**src/hdl/two_wire_defs.vh**
```
// register map, field positions, status codes and timing of the two-wire unit
`ifndef TWO_WIRE_DEFS_VH
`define TWO_WIRE_DEFS_VH

// ------------------------------------------------------------------
// register indexes on the plain register port
// ------------------------------------------------------------------
`define REG_CTRL 3'h0
`define REG_STATUS 3'h1
`define REG_DATA 3'h2
`define REG_EVT 3'h3
`define REG_MASK 3'h4

// ------------------------------------------------------------------
// serial_control bit positions
// ------------------------------------------------------------------
`define CTL_FLAG 7
`define CTL_ACK 6
`define CTL_STA 5
`define CTL_STO 4
`define CTL_WC 3
`define CTL_EN 2
`define CTL_RSV 1
`define CTL_IE 0

// ------------------------------------------------------------------
// event bits (event, mask)
// ------------------------------------------------------------------
`define EVT_FLAG 0
`define EVT_ARB 1
`define EVT_STOP 2
`define EVT_W 3

// ------------------------------------------------------------------
// status codes, prescaler bits [2:0] always zero
// ------------------------------------------------------------------
`define ST_START 8'h08
`define ST_RSTART 8'h10
`define ST_W_ACK 8'h18
`define ST_W_NACK 8'h20
`define ST_ARB 8'h38
`define ST_R_ACK 8'h40
`define ST_R_NACK 8'h48
`define ST_D_ACK 8'h50
`define ST_D_NACK 8'h58
`define ST_IDLE 8'hf8

// ------------------------------------------------------------------
// reset values
// ------------------------------------------------------------------
`define CTRL_RST 8'h00
`define DATA_RST 8'hff
`define MASK_RST 3'h0

// ------------------------------------------------------------------
// timing: quarter of a bus bit period
// ------------------------------------------------------------------
`define CLK_PERIOD_NS 10
`define QTR_NS 2500
`define QTR_CYCLES ((`QTR_NS + `CLK_PERIOD_NS - 1) / `CLK_PERIOD_NS)

`endif

```
**src/hdl/pin_sync.v**
```verilog
// three-stage synchroniser with agreement filter for one bus pin
`timescale 1ns/1ps

module pin_sync (
    input wire clk,
    input wire rst_n,
    input wire pin,
    output wire level
);

reg s1_ff;
reg s2_ff;
reg s3_ff;
reg level_ff;

// ------------------------------------------------------------------
// sampling chain
// ------------------------------------------------------------------
// idle bus is high, so the chain resets high to avoid a false start
always @(posedge clk) begin
    if (!rst_n) begin
        s1_ff <= 1'b1;
        s2_ff <= 1'b1;
        s3_ff <= 1'b1;
        level_ff <= 1'b1;
    end else begin
        s1_ff <= pin;
        s2_ff <= s1_ff;
        s3_ff <= s2_ff;
        if (s2_ff == s3_ff) begin
            level_ff <= s3_ff; // a change counts only once two stages agree
        end
    end
end

assign level = level_ff;

endmodule // pin_sync

```
**src/hdl/two_wire_master_receiver.v**
```verilog
// master-receiver engine of the two-wire unit with its register file
//
// The address-and-strobe port and the register addresses were decided locally.
`timescale 1ns/1ps
`include "two_wire_defs.vh"

module two_wire_master_receiver #(
    parameter QTR = `QTR_CYCLES,
    parameter CW = 12
) (
    input wire clk,
    input wire rst_n,
    input wire [2:0] reg_addr,
    input wire [7:0] reg_wdata,
    input wire reg_wr,
    input wire reg_rd,
    output wire [7:0] reg_rdata,
    input wire scl_i,
    output wire scl_o,
    output wire scl_oe,
    input wire sda_i,
    output wire sda_o,
    output wire sda_oe,
    output wire irq,
    output wire master_rx_mode,
    output wire master_tx_mode
);

// ------------------------------------------------------------------
// states and constants
// ------------------------------------------------------------------
localparam [4:0] S_IDLE = 5'b00001;
localparam [4:0] S_START = 5'b00010;
localparam [4:0] S_HOLD = 5'b00100;
localparam [4:0] S_BITS = 5'b01000;
localparam [4:0] S_STOP = 5'b10000;
localparam integer QTR_M1 = QTR - 1;
localparam [CW-1:0] QTR_LAST = QTR_M1[CW-1:0];
localparam [7:0] CTRL_INIT = `CTRL_RST;

// serial_control fields
reg job_done_flag_ff;
reg ack_enable_ff;
reg start_request_ff;
reg stop_request_ff;
reg write_collision_flag_ff;
reg iface_enable_ff;
reg irq_enable_ff;
// other registers
reg [7:0] status_ff;
reg [7:0] data_ff;
reg [`EVT_W-1:0] evt_ff;
reg [`EVT_W-1:0] mask_ff;
reg [7:0] rdata_ff;
// engine
reg [4:0] state_ff;
reg [1:0] phase_ff;
reg [3:0] bit_ff;
reg [7:0] shift_ff;
reg [CW-1:0] cnt_ff;
reg scl_drv_ff;
reg sda_drv_ff;
reg hold_scl_ff;
reg rep_ff;
reg pend_ff;
reg addr_phase_ff;
reg rd_dir_ff;
reg ack_bit_ff;
reg ack_rx_ff;
reg rx_mode_ff;
reg tx_mode_ff;
reg flag_set_p_ff;
reg arb_p_ff;
reg stop_p_ff;
reg cap_p_ff;
// bus monitor
reg scl_prev_ff;
reg sda_prev_ff;
reg busy_ff;

wire scl_s;
wire sda_s;
wire tick;
wire wr_ctrl;
wire wr_data;
wire go;
wire tx_bit;
wire own_bit;

// ------------------------------------------------------------------
// decode helpers
// ------------------------------------------------------------------
// register hit, used for every register write
function hit;
    input [2:0] addr;
    input [2:0] idx;
    begin
        hit = (addr == idx);
    end
endfunction

// status after the ninth clock of an address or data byte
function [7:0] byte_code;
    input addr_phase;
    input rd_dir;
    input nack;
    begin
        if (!addr_phase) begin
            byte_code = nack ? `ST_D_NACK : `ST_D_ACK;
        end else if (rd_dir) begin
            byte_code = nack ? `ST_R_NACK : `ST_R_ACK;
        end else begin
            byte_code = nack ? `ST_W_NACK : `ST_W_ACK;
        end
    end
endfunction

// ------------------------------------------------------------------
// pin synchronisers
// ------------------------------------------------------------------
pin_sync u_scl_sync (
    .clk(clk),
    .rst_n(rst_n),
    .pin(scl_i),
    .level(scl_s)
);

pin_sync u_sda_sync (
    .clk(clk),
    .rst_n(rst_n),
    .pin(sda_i),
    .level(sda_s)
);

// ------------------------------------------------------------------
// strobes
// ------------------------------------------------------------------
assign wr_ctrl = reg_wr && hit(reg_addr, `REG_CTRL);
assign wr_data = reg_wr && hit(reg_addr, `REG_DATA);
// writing one into the flag with the enable bit set in the same write resumes the engine
assign go = wr_ctrl && reg_wdata[`CTL_FLAG] && reg_wdata[`CTL_EN];
assign tick = (cnt_ff == QTR_LAST);
// we drive address bits and our own ack; the slave answers the address
assign tx_bit = (bit_ff == 4'd8) ? (addr_phase_ff ? 1'b1 : ack_bit_ff) :
                (addr_phase_ff ? shift_ff[7] : 1'b1);
assign own_bit = addr_phase_ff ? (bit_ff != 4'd8) : (bit_ff == 4'd8);

// ------------------------------------------------------------------
// quarter-bit divider and bus busy monitor
// ------------------------------------------------------------------
// busy follows START/STOP seen on the wire, including our own
always @(posedge clk) begin
    if (!rst_n) begin
        cnt_ff <= {CW{1'b0}};
        scl_prev_ff <= 1'b1;
        sda_prev_ff <= 1'b1;
        busy_ff <= 1'b0;
    end else begin
        cnt_ff <= tick ? {CW{1'b0}} : cnt_ff + 1'b1;
        scl_prev_ff <= scl_s;
        sda_prev_ff <= sda_s;
        if (scl_s && scl_prev_ff && sda_prev_ff && !sda_s) begin
            busy_ff <= 1'b1;
        end else if (scl_s && scl_prev_ff && !sda_prev_ff && sda_s) begin
            busy_ff <= 1'b0;
        end
    end
end

// ------------------------------------------------------------------
// bus engine
// ------------------------------------------------------------------
always @(posedge clk) begin
    if (!rst_n) begin
        state_ff <= S_IDLE;
        phase_ff <= 2'd0;
        bit_ff <= 4'd0;
        shift_ff <= 8'h00;
        scl_drv_ff <= 1'b0;
        sda_drv_ff <= 1'b0;
        hold_scl_ff <= 1'b0;
        rep_ff <= 1'b0;
        pend_ff <= 1'b0;
        addr_phase_ff <= 1'b0;
        rd_dir_ff <= 1'b0;
        ack_bit_ff <= 1'b1;
        ack_rx_ff <= 1'b1;
        rx_mode_ff <= 1'b0;
        tx_mode_ff <= 1'b0;
        status_ff <= `ST_IDLE;
        flag_set_p_ff <= 1'b0;
        arb_p_ff <= 1'b0;
        stop_p_ff <= 1'b0;
        cap_p_ff <= 1'b0;
    end else begin
        flag_set_p_ff <= 1'b0;
        arb_p_ff <= 1'b0;
        stop_p_ff <= 1'b0;
        cap_p_ff <= 1'b0;
        if (!iface_enable_ff && !go) begin
            // disabled: let go of both lines at once
            state_ff <= S_IDLE;
            scl_drv_ff <= 1'b0;
            sda_drv_ff <= 1'b0;
            pend_ff <= 1'b0;
            rx_mode_ff <= 1'b0;
            tx_mode_ff <= 1'b0;
        end else begin
            case (state_ff)
            S_IDLE: begin
                scl_drv_ff <= 1'b0;
                sda_drv_ff <= 1'b0;
                phase_ff <= 2'd0;
                if (go && reg_wdata[`CTL_STA]) begin
                    pend_ff <= 1'b1;
                end
                // start only once the wire is seen free
                if (pend_ff && !busy_ff && tick) begin
                    pend_ff <= 1'b0;
                    rep_ff <= 1'b0;
                    state_ff <= S_START;
                end
            end
            S_START: begin
                if (tick) begin
                    case (phase_ff)
                    2'd0: begin
                        sda_drv_ff <= 1'b0;
                        phase_ff <= 2'd1;
                    end
                    2'd1: begin
                        scl_drv_ff <= 1'b0;
                        phase_ff <= 2'd2;
                    end
                    2'd2: begin
                        // wait for a stretched clock before the edge
                        if (scl_s) begin
                            sda_drv_ff <= 1'b1;
                            phase_ff <= 2'd3;
                        end
                    end
                    default: begin
                        scl_drv_ff <= 1'b1;
                        hold_scl_ff <= 1'b1;
                        phase_ff <= 2'd0;
                        status_ff <= rep_ff ? `ST_RSTART : `ST_START;
                        flag_set_p_ff <= 1'b1;
                        state_ff <= S_HOLD;
                    end
                    endcase
                end
            end
            S_HOLD: begin
                // clock is held low while software inspects the status, except after lost arbitration
                scl_drv_ff <= hold_scl_ff;
                if (go) begin
                    phase_ff <= 2'd0;
                    bit_ff <= 4'd0;
                    case (status_ff)
                    `ST_START, `ST_RSTART: begin
                        shift_ff <= data_ff;
                        addr_phase_ff <= 1'b1;
                        rd_dir_ff <= data_ff[0];
                        state_ff <= S_BITS;
                    end
                    `ST_R_ACK, `ST_D_ACK: begin
                        shift_ff <= 8'hff;
                        addr_phase_ff <= 1'b0;
                        ack_bit_ff <= ~reg_wdata[`CTL_ACK];
                        state_ff <= S_BITS;
                    end
                    `ST_ARB: begin
                        // released already; restart when free if asked
                        pend_ff <= reg_wdata[`CTL_STA];
                        state_ff <= S_IDLE;
                    end
                    default: begin
                        // 48, 58 and the transmitter ends 18/20
                        if (reg_wdata[`CTL_STO]) begin
                            pend_ff <= reg_wdata[`CTL_STA];
                            state_ff <= S_STOP;
                        end else if (reg_wdata[`CTL_STA]) begin
                            // no STOP between: we keep the bus
                            rep_ff <= 1'b1;
                            state_ff <= S_START;
                        end
                    end
                    endcase
                end
            end
            S_BITS: begin
                if (tick) begin
                    case (phase_ff)
                    2'd0: begin
                        sda_drv_ff <= ~tx_bit;
                        phase_ff <= 2'd1;
                    end
                    2'd1: begin
                        scl_drv_ff <= 1'b0;
                        phase_ff <= 2'd2;
                    end
                    2'd2: begin
                        if (scl_s) begin
                            if (own_bit && tx_bit && !sda_s) begin
                                // someone else pulled low: we lost
                                sda_drv_ff <= 1'b0;
                                scl_drv_ff <= 1'b0;
                                hold_scl_ff <= 1'b0;
                                rx_mode_ff <= 1'b0;
                                tx_mode_ff <= 1'b0;
                                status_ff <= `ST_ARB;
                                flag_set_p_ff <= 1'b1;
                                arb_p_ff <= 1'b1;
                                state_ff <= S_HOLD;
                            end else begin
                                if (bit_ff == 4'd8) begin
                                    ack_rx_ff <= sda_s;
                                end else begin
                                    shift_ff <= {shift_ff[6:0], sda_s};
                                end
                                phase_ff <= 2'd3;
                            end
                        end
                    end
                    default: begin
                        scl_drv_ff <= 1'b1;
                        phase_ff <= 2'd0;
                        if (bit_ff == 4'd8) begin
                            // our ack stays put while the clock falls
                            hold_scl_ff <= 1'b1;
                            flag_set_p_ff <= 1'b1;
                            state_ff <= S_HOLD;
                            status_ff <= byte_code(addr_phase_ff, rd_dir_ff,
                                addr_phase_ff ? ack_rx_ff : ack_bit_ff);
                            if (addr_phase_ff) begin
                                rx_mode_ff <= rd_dir_ff;
                                tx_mode_ff <= ~rd_dir_ff;
                            end else begin
                                cap_p_ff <= 1'b1;
                            end
                        end else begin
                            bit_ff <= bit_ff + 4'd1;
                        end
                    end
                    endcase
                end
            end
            S_STOP: begin
                if (tick) begin
                    case (phase_ff)
                    2'd0: begin
                        sda_drv_ff <= 1'b1;
                        phase_ff <= 2'd1;
                    end
                    2'd1: begin
                        scl_drv_ff <= 1'b0;
                        phase_ff <= 2'd2;
                    end
                    2'd2: begin
                        if (scl_s) begin
                            sda_drv_ff <= 1'b0;
                            phase_ff <= 2'd3;
                        end
                    end
                    default: begin
                        stop_p_ff <= 1'b1;
                        status_ff <= `ST_IDLE;
                        rx_mode_ff <= 1'b0;
                        tx_mode_ff <= 1'b0;
                        hold_scl_ff <= 1'b0;
                        phase_ff <= 2'd0;
                        state_ff <= S_IDLE;
                    end
                    endcase
                end
            end
            default: begin
                state_ff <= S_IDLE;
            end
            endcase
        end
    end
end

// ------------------------------------------------------------------
// register file writes
// ------------------------------------------------------------------
// hardware sets win over software clears on every sticky bit
always @(posedge clk) begin
    if (!rst_n) begin
        job_done_flag_ff <= CTRL_INIT[`CTL_FLAG];
        ack_enable_ff <= 1'b0;
        start_request_ff <= 1'b0;
        stop_request_ff <= 1'b0;
        write_collision_flag_ff <= 1'b0;
        iface_enable_ff <= 1'b0;
        irq_enable_ff <= 1'b0;
        data_ff <= `DATA_RST;
        evt_ff <= {`EVT_W{1'b0}};
        mask_ff <= `MASK_RST;
    end else begin
        if (wr_ctrl) begin
            ack_enable_ff <= reg_wdata[`CTL_ACK];
            start_request_ff <= reg_wdata[`CTL_STA];
            iface_enable_ff <= reg_wdata[`CTL_EN];
            irq_enable_ff <= reg_wdata[`CTL_IE];
        end
        if (wr_ctrl) begin
            stop_request_ff <= reg_wdata[`CTL_STO];
        end else if (stop_p_ff) begin
            stop_request_ff <= 1'b0;
        end
        if (flag_set_p_ff) begin
            job_done_flag_ff <= 1'b1;
        end else if (wr_ctrl && reg_wdata[`CTL_FLAG]) begin
            job_done_flag_ff <= 1'b0;
        end
        // data may only change while the engine is parked
        if (wr_data && !job_done_flag_ff) begin
            write_collision_flag_ff <= 1'b1;
        end else if (wr_data) begin
            write_collision_flag_ff <= 1'b0;
        end
        if (cap_p_ff) begin
            data_ff <= shift_ff;
        end else if (wr_data && job_done_flag_ff) begin
            data_ff <= reg_wdata;
        end
        evt_ff <= (evt_ff & ~((reg_wr && hit(reg_addr, `REG_EVT)) ?
                  reg_wdata[`EVT_W-1:0] : {`EVT_W{1'b0}})) |
                  {stop_p_ff, arb_p_ff, flag_set_p_ff};
        if (reg_wr && hit(reg_addr, `REG_MASK)) begin
            mask_ff <= reg_wdata[`EVT_W-1:0];
        end
    end
end

// ------------------------------------------------------------------
// read port
// ------------------------------------------------------------------
// data stands for exactly the cycle after the read strobe
always @(posedge clk) begin
    if (!rst_n) begin
        rdata_ff <= 8'h00;
    end else if (reg_rd) begin
        case (reg_addr)
        `REG_CTRL: rdata_ff <= {job_done_flag_ff, ack_enable_ff,
                                start_request_ff, stop_request_ff,
                                write_collision_flag_ff, iface_enable_ff,
                                1'b0, irq_enable_ff};
        `REG_STATUS: rdata_ff <= {status_ff[7:3], 3'b000};
        `REG_DATA: rdata_ff <= data_ff;
        `REG_EVT: rdata_ff <= {{(8-`EVT_W){1'b0}}, evt_ff};
        `REG_MASK: rdata_ff <= {{(8-`EVT_W){1'b0}}, mask_ff};
        default: rdata_ff <= 8'h00;
        endcase
    end else begin
        rdata_ff <= 8'h00;
    end
end

// ------------------------------------------------------------------
// outputs
// ------------------------------------------------------------------
// open drain: only ever pull low, the enable says when
assign scl_o = 1'b0;
assign sda_o = 1'b0;
assign scl_oe = scl_drv_ff;
assign sda_oe = sda_drv_ff;
assign irq = |(evt_ff & mask_ff);
assign reg_rdata = rdata_ff;
assign master_rx_mode = rx_mode_ff;
assign master_tx_mode = tx_mode_ff;

endmodule // two_wire_master_receiver

```
**config.mk**
```make
export PLATFORM = sky130hd
export DESIGN_NAME = two_wire_master_receiver
export DESIGN_NICKNAME = d
export VERILOG_FILES = /design/src/hdl/pin_sync.v /design/src/hdl/two_wire_master_receiver.v
export VERILOG_INCLUDE_DIRS = /design/src /design/src/hdl
export SDC_FILE = /design/constraint.sdc
export NUM_CORES = 1
export LEC_CHECK = 0
export BUFFER_PORTS_ARGS = -buffer_cell sky130_fd_sc_hd__clkbuf_2
export CAP_MARGIN = 0
export CORE_MARGIN = 1
export CORE_UTILIZATION = 30
export CTS_CLUSTER_DIAMETER = 60
export DETAILED_ROUTE_END_ITERATION = 6
export PLACE_DENSITY_LB_ADDON = 0.25
export RECOVER_POWER = 100
export SLEW_MARGIN = 15
export SYNTH_ARGS = -nofsm -noshare
export SYNTH_HDL_FRONTEND = slang
export SYNTH_SLANG_ARGS = --single-unit
```
**constraint.sdc**
```tcl
create_clock -name clk -period 4.1 [get_ports clk]
set_input_delay 0.41 -clock clk [delete_from_list [all_inputs] [get_ports clk]]
set_output_delay 0.41 -clock clk [all_outputs]
set_load 0.01 [all_outputs]
```
==> flow_results.xml <==
<?xml version="1.0" encoding="UTF-8"?>
<metrics>
  <group name="status">
    <metric name="run_status" unit="">complete, but fails checks</metric>
    <metric name="failed_checks" unit="">max-capacitance violations, max-slew violations</metric>
  </group>
  <group name="route">
    <metric name="total_length_of_routed_wires" unit="mm">12.00</metric>
    <metric name="vias_per_cell" unit="">5.096</metric>
    <metric name="detail-route-antenna-nets" unit="">0</metric>
    <metric name="drt-pass1-iter-count" unit="">4</metric>
    <metric name="drt_iter0_drc" unit="">337</metric>
    <metric name="drcViolationCount" unit="">0</metric>
    <metric name="num_vias" unit="">3995</metric>
    <metric name="drt-wirelength-per-cell" unit="um">15.31</metric>
  </group>
  <group name="floorplan">
    <metric name="io_pins" unit="">32</metric>
    <metric name="floorplan.die.height" unit="um">127.6</metric>
    <metric name="design.die.area" unit="um^2">16290</metric>
    <metric name="rows" unit="">45</metric>
    <metric name="die_width" unit="um">127.6</metric>
    <metric name="start_util" unit="%">30.92</metric>
    <metric name="fp.coreArea" unit="um^2">15310</metric>
  </group>
  <group name="worst_setup_path">
    <metric name="crit_path_end" unit="">master_rx_mode$_SDFFE_PP0P_</metric>
    <metric name="timing_worst_setup_path_type" unit="">reg -&gt; reg</metric>
    <metric name="crit_path_launch_type" unit="">register</metric>
    <metric name="critPathRequiredTime" unit="ns">4.39</metric>
    <metric name="regToRegStartpoint" unit="">state_ff[3]$_SDFFE_PP0P_</metric>
    <metric name="endpoint_kind" unit="">register</metric>
    <metric name="worstReg2RegEnd" unit="">master_rx_mode$_SDFFE_PP0P_</metric>
    <metric name="cp_data_arrival_time" unit="ns">3.43</metric>
    <metric name="rr_worst_depth" unit="">6</metric>
    <metric name="slack_of_the_worst_reg_to_reg_path" unit="ns">0.96</metric>
    <metric name="worstPathMaxFanout" unit="">18</metric>
    <metric name="cp-startpoint" unit="">state_ff[3]$_SDFFE_PP0P_</metric>
  </group>
  <group name="logic_synthesis">
    <metric name="netlist_area" unit="um^2">4736</metric>
    <metric name="post-synth-top-area-fraction" unit="%">38.47</metric>
    <metric name="synthArstFlopShare" unit="%">0</metric>
    <metric name="syn-mean-instance-area" unit="um^2">8.412</metric>
    <metric name="synth-seq-cells" unit="">91</metric>
    <metric name="synth_cell_types" unit="">62</metric>
    <metric name="synth.yosys.seq_area_share" unit="%">38.47</metric>
    <metric name="synth_top_flop_cell" unit="">sky130_fd_sc_hd__dfxtp_1</metric>
    <metric name="synth-edff-count" unit="">0</metric>
    <metric name="synth_cells" unit="">563</metric>
    <metric name="yosys-top-cells-area" unit="">sky130_fd_sc_hd__dfxtp_1 38%, sky130_fd_sc_hd__mux2i_1 6.3%, sky130_fd_sc_hd__nor2_1 5.9%</metric>
    <metric name="yosysTopAreaCell" unit="">sky130_fd_sc_hd__dfxtp_1</metric>
    <metric name="yosysWarningCount" unit="">0</metric>
  </group>
  <group name="sta">
    <metric name="worst_pin_slew" unit="ns">2.203</metric>
    <metric name="report.final.slew_viol_count" unit="">53</metric>
    <metric name="final_period_minus_worst_setup_slack" unit="ns">3.144</metric>
    <metric name="timing.final.crit_share" unit="%">76.69</metric>
    <metric name="setup_total_negative_slack" unit="ns">0</metric>
    <metric name="grt_setup_unrepaired" unit="">no</metric>
    <metric name="max_clock_freq" unit="MHz">318.0</metric>
    <metric name="finalHoldViolations" unit="">0</metric>
    <metric name="slew_headroom" unit="%">-46.84</metric>
    <metric name="timing.clock.skew" unit="ns">0.006727</metric>
    <metric name="final-setup-viol-count" unit="">0</metric>
  </group>
  <group name="global_routing">
    <metric name="wire_length_of_the_first_global_routing_pass" unit="mm">19.91</metric>
    <metric name="grt_antenna_before_repair" unit="">0</metric>
    <metric name="maximum_number_of_pins_on_one_net_before_global_route_repair" unit="">53</metric>
    <metric name="grt_pass1_vias" unit="">3721</metric>
    <metric name="grt-ovfl-total" unit="">0</metric>
    <metric name="grt_util_all_layers" unit="%">15.71</metric>
  </group>
  <group name="clocking">
    <metric name="clock_tree_from_tritoncts" unit="">yes</metric>
    <metric name="cts-resized-gates" unit="">0</metric>
    <metric name="clkTransAtPathRegs" unit="ns">0.07</metric>
    <metric name="count_of_buffers_added_by_post_cts_timing_repair_for_setup" unit="">0</metric>
    <metric name="tritoncts.num_buffers" unit="">9</metric>
    <metric name="number_of_h_tree_branching_levels" unit="">3</metric>
    <metric name="cts-root-buf" unit="">sky130_fd_sc_hd__clkbuf_16</metric>
    <metric name="number_of_clock_sinks" unit="">91</metric>
    <metric name="clockBufferDepth" unit="">2</metric>
    <metric name="cts_hold_fix_bufs" unit="">0</metric>
    <metric name="clk-insertion-delay-late" unit="ns">0.35</metric>
  </group>
  <group name="place">
    <metric name="place_hpwl" unit="mm">8.679</metric>
    <metric name="buffer_ports.inserted" unit="">29</metric>
    <metric name="globalplace.congestion" unit="">0.8467</metric>
  </group>
  <group name="min_path">
    <metric name="min_path_type" unit="">in -&gt; reg</metric>
  </group>
  <group name="power">
    <metric name="leakage" unit="uW">0.001869</metric>
    <metric name="power-per-cell-area" unit="nW/um^2">334.4</metric>
    <metric name="p_total" unit="uW">1744</metric>
    <metric name="vdd_ir_drop_max" unit="uV">207.2</metric>
  </group>
  <group name="job">
    <metric name="maxCapViolations" unit="">1</metric>
  </group>
  <group name="layout">
    <metric name="nets" unit="">595</metric>
    <metric name="synth_to_layout_area_growth" unit="%">10.09</metric>
    <metric name="post_route_cells_drive_above_1_share" unit="%">8.726</metric>
    <metric name="antennaDiodeCount" unit="">0</metric>
  </group>
</metrics>
## cell type report
cell class | count | area, um^2
fill | 1662 | 10100
multi-input combinational | 420 | 2655
timing repair buffer | 33 | 152.6
sequential | 91 | 1822
inverter | 13 | 48.80
clock inverter | 6 | 42.54
clock buffer | 10 | 229.0
tap | 211 | 264.0
## critical path: stages (launching register included)
cell and delay [ns]:
sky130_fd_sc_hd__dfxtp_1 0.69, sky130_fd_sc_hd__nor2b_1 0.37, sky130_fd_sc_hd__and2_0 0.84, sky130_fd_sc_hd__o2111ai_1 0.23, sky130_fd_sc_hd__a32oi_1 0.32, sky130_fd_sc_hd__nor4b_1 0.45
sky130_fd_sc_hd__a32o_1 0.19
## stage by stage
step	util, %	area, um^2	std cells	worst slack, ns	hold slack (ns)
after floorplan	-	4740	564	1.796	0.3863
after global placement	32.47	4972	768	1.210	0.3896
after detailed placement	32.47	4972	768	1.099	0.3933
after CTS	34.24	5244	784	1.252	0.2222
after global routing	34.04	5214	784	0.6732	0.2324
final	34.04	5214	784	0.9556	0.2353
## logic make-up (layout without fill, tap and decap cells)
group / Yosys count / in the layout / synth area share [%]
buf+inv: 53 / 62 / 5.389
simple gates: 234 / 234 / 25.87
xor+xnor: 16 / 16 / 2.959
fa+ha+maj: 10 / 10 / 2.642
mux: 38 / 38 / 8.243
flops: 91 / 91 / 38.47
other cells: 1 / 2 / 0.07918
compound gates: 120 / 120 / 16.35
## synthesized netlist by cell type (all sizes together), types with 4 or more instances
cell     instances
a21oi           31
a31oi            7
and3             9
buf             17
clkbuf          23
dfxtp           91
ha              10
inv             13
mux2             8
mux2i           30
nand2           51
nand2b          12
nand3           16
nand3b           6
nand4            5
nor2            76
nor2b            9
nor3             6
nor3b            5
nor4             4
nor4b            8
o2111ai         10
o211ai           5
o21ai           37
o22ai            4
o31ai            4
or2              4
or3             13
xnor2            7
xor2             9
## registers in the layout, indices dropped and copies added, names as in the netlist, 2 cells and up
register   flops
reg_rdata      8
data_ff        8
mask_ff        3
status_ff      5
cnt_ff        12
evt_ff         3
bit_ff         4
state_ff       5
shift_ff       8
phase_ff       2
## power breakdown
| part | switching, uW | leakage (uW) | total [uW] | internal, uW |
|---|---|---|---|---|
| Combinational | 49.8 | 0.00100 | 77.0 | 27.2 |
| Clock | 358 | 0.000128 | 768 | 411 |
| Sequential | 5.43 | 0.000736 | 898 | 893 |
| Total | 413 | 0.00187 | 1740 | 1330 |
## layer usage
layer,vias up,global-route usage [%],part of all wire (%)
met2,73,23.69,44
met3,18,3.936,3.9
met5,-,0,0
li1,2015,-,-
met4,0,5.952,1.8
met1,1889,21.53,51
## cell usage in the layout (no fill, tap or decap), types with 3 or more instances in the layout
| master | count |
|---|---|
| sky130_fd_sc_hd__nor4b_1 | 6 |
| sky130_fd_sc_hd__clkbuf_2 | 14 |
| sky130_fd_sc_hd__inv_1 | 13 |
| sky130_fd_sc_hd__o2111ai_1 | 10 |
| sky130_fd_sc_hd__a211oi_1 | 3 |
| sky130_fd_sc_hd__or3_1 | 12 |
| sky130_fd_sc_hd__o21ai_0 | 37 |
| sky130_fd_sc_hd__clkbuf_16 | 9 |
| sky130_fd_sc_hd__and3_1 | 9 |
| sky130_fd_sc_hd__nand2b_1 | 12 |
| sky130_fd_sc_hd__nor2_1 | 75 |
| sky130_fd_sc_hd__a31oi_1 | 7 |
| sky130_fd_sc_hd__nand2_1 | 51 |
| sky130_fd_sc_hd__nand4_1 | 5 |
| sky130_fd_sc_hd__nand4b_1 | 3 |
| sky130_fd_sc_hd__xor2_1 | 9 |
| sky130_fd_sc_hd__xnor2_1 | 7 |
| sky130_fd_sc_hd__nand3_1 | 15 |
| sky130_fd_sc_hd__mux2_2 | 8 |
| sky130_fd_sc_hd__o22ai_1 | 4 |
| sky130_fd_sc_hd__ha_1 | 10 |
| sky130_fd_sc_hd__nor2b_1 | 9 |
| sky130_fd_sc_hd__buf_4 | 3 |
| sky130_fd_sc_hd__nor3_1 | 6 |
| sky130_fd_sc_hd__dfxtp_1 | 91 |
| sky130_fd_sc_hd__nor3b_1 | 5 |
| sky130_fd_sc_hd__a21oi_1 | 31 |
| sky130_fd_sc_hd__o31ai_1 | 4 |
| sky130_fd_sc_hd__nor4_1 | 4 |
| sky130_fd_sc_hd__mux2i_1 | 30 |
| sky130_fd_sc_hd__nand3b_1 | 6 |
| sky130_fd_sc_hd__clkbuf_1 | 17 |
| sky130_fd_sc_hd__o211ai_1 | 5 |
## worst min-delay path by stage
stage,endpoint,depth (start not counted),start
floorplan,u_scl_sync.s2_ff$_SDFF_PN1_,1,u_scl_sync.s1_ff$_SDFF_PN1_
global placement,u_scl_sync.s2_ff$_SDFF_PN1_,1,u_scl_sync.s1_ff$_SDFF_PN1_
detailed placement,u_scl_sync.s2_ff$_SDFF_PN1_,1,u_scl_sync.s1_ff$_SDFF_PN1_
CTS,u_scl_sync.s1_ff$_SDFF_PN1_,2,scl_i
global route,u_scl_sync.s1_ff$_SDFF_PN1_,2,scl_i
finish,u_scl_sync.s1_ff$_SDFF_PN1_,2,scl_i
Power figures use the tool's default switching activity.
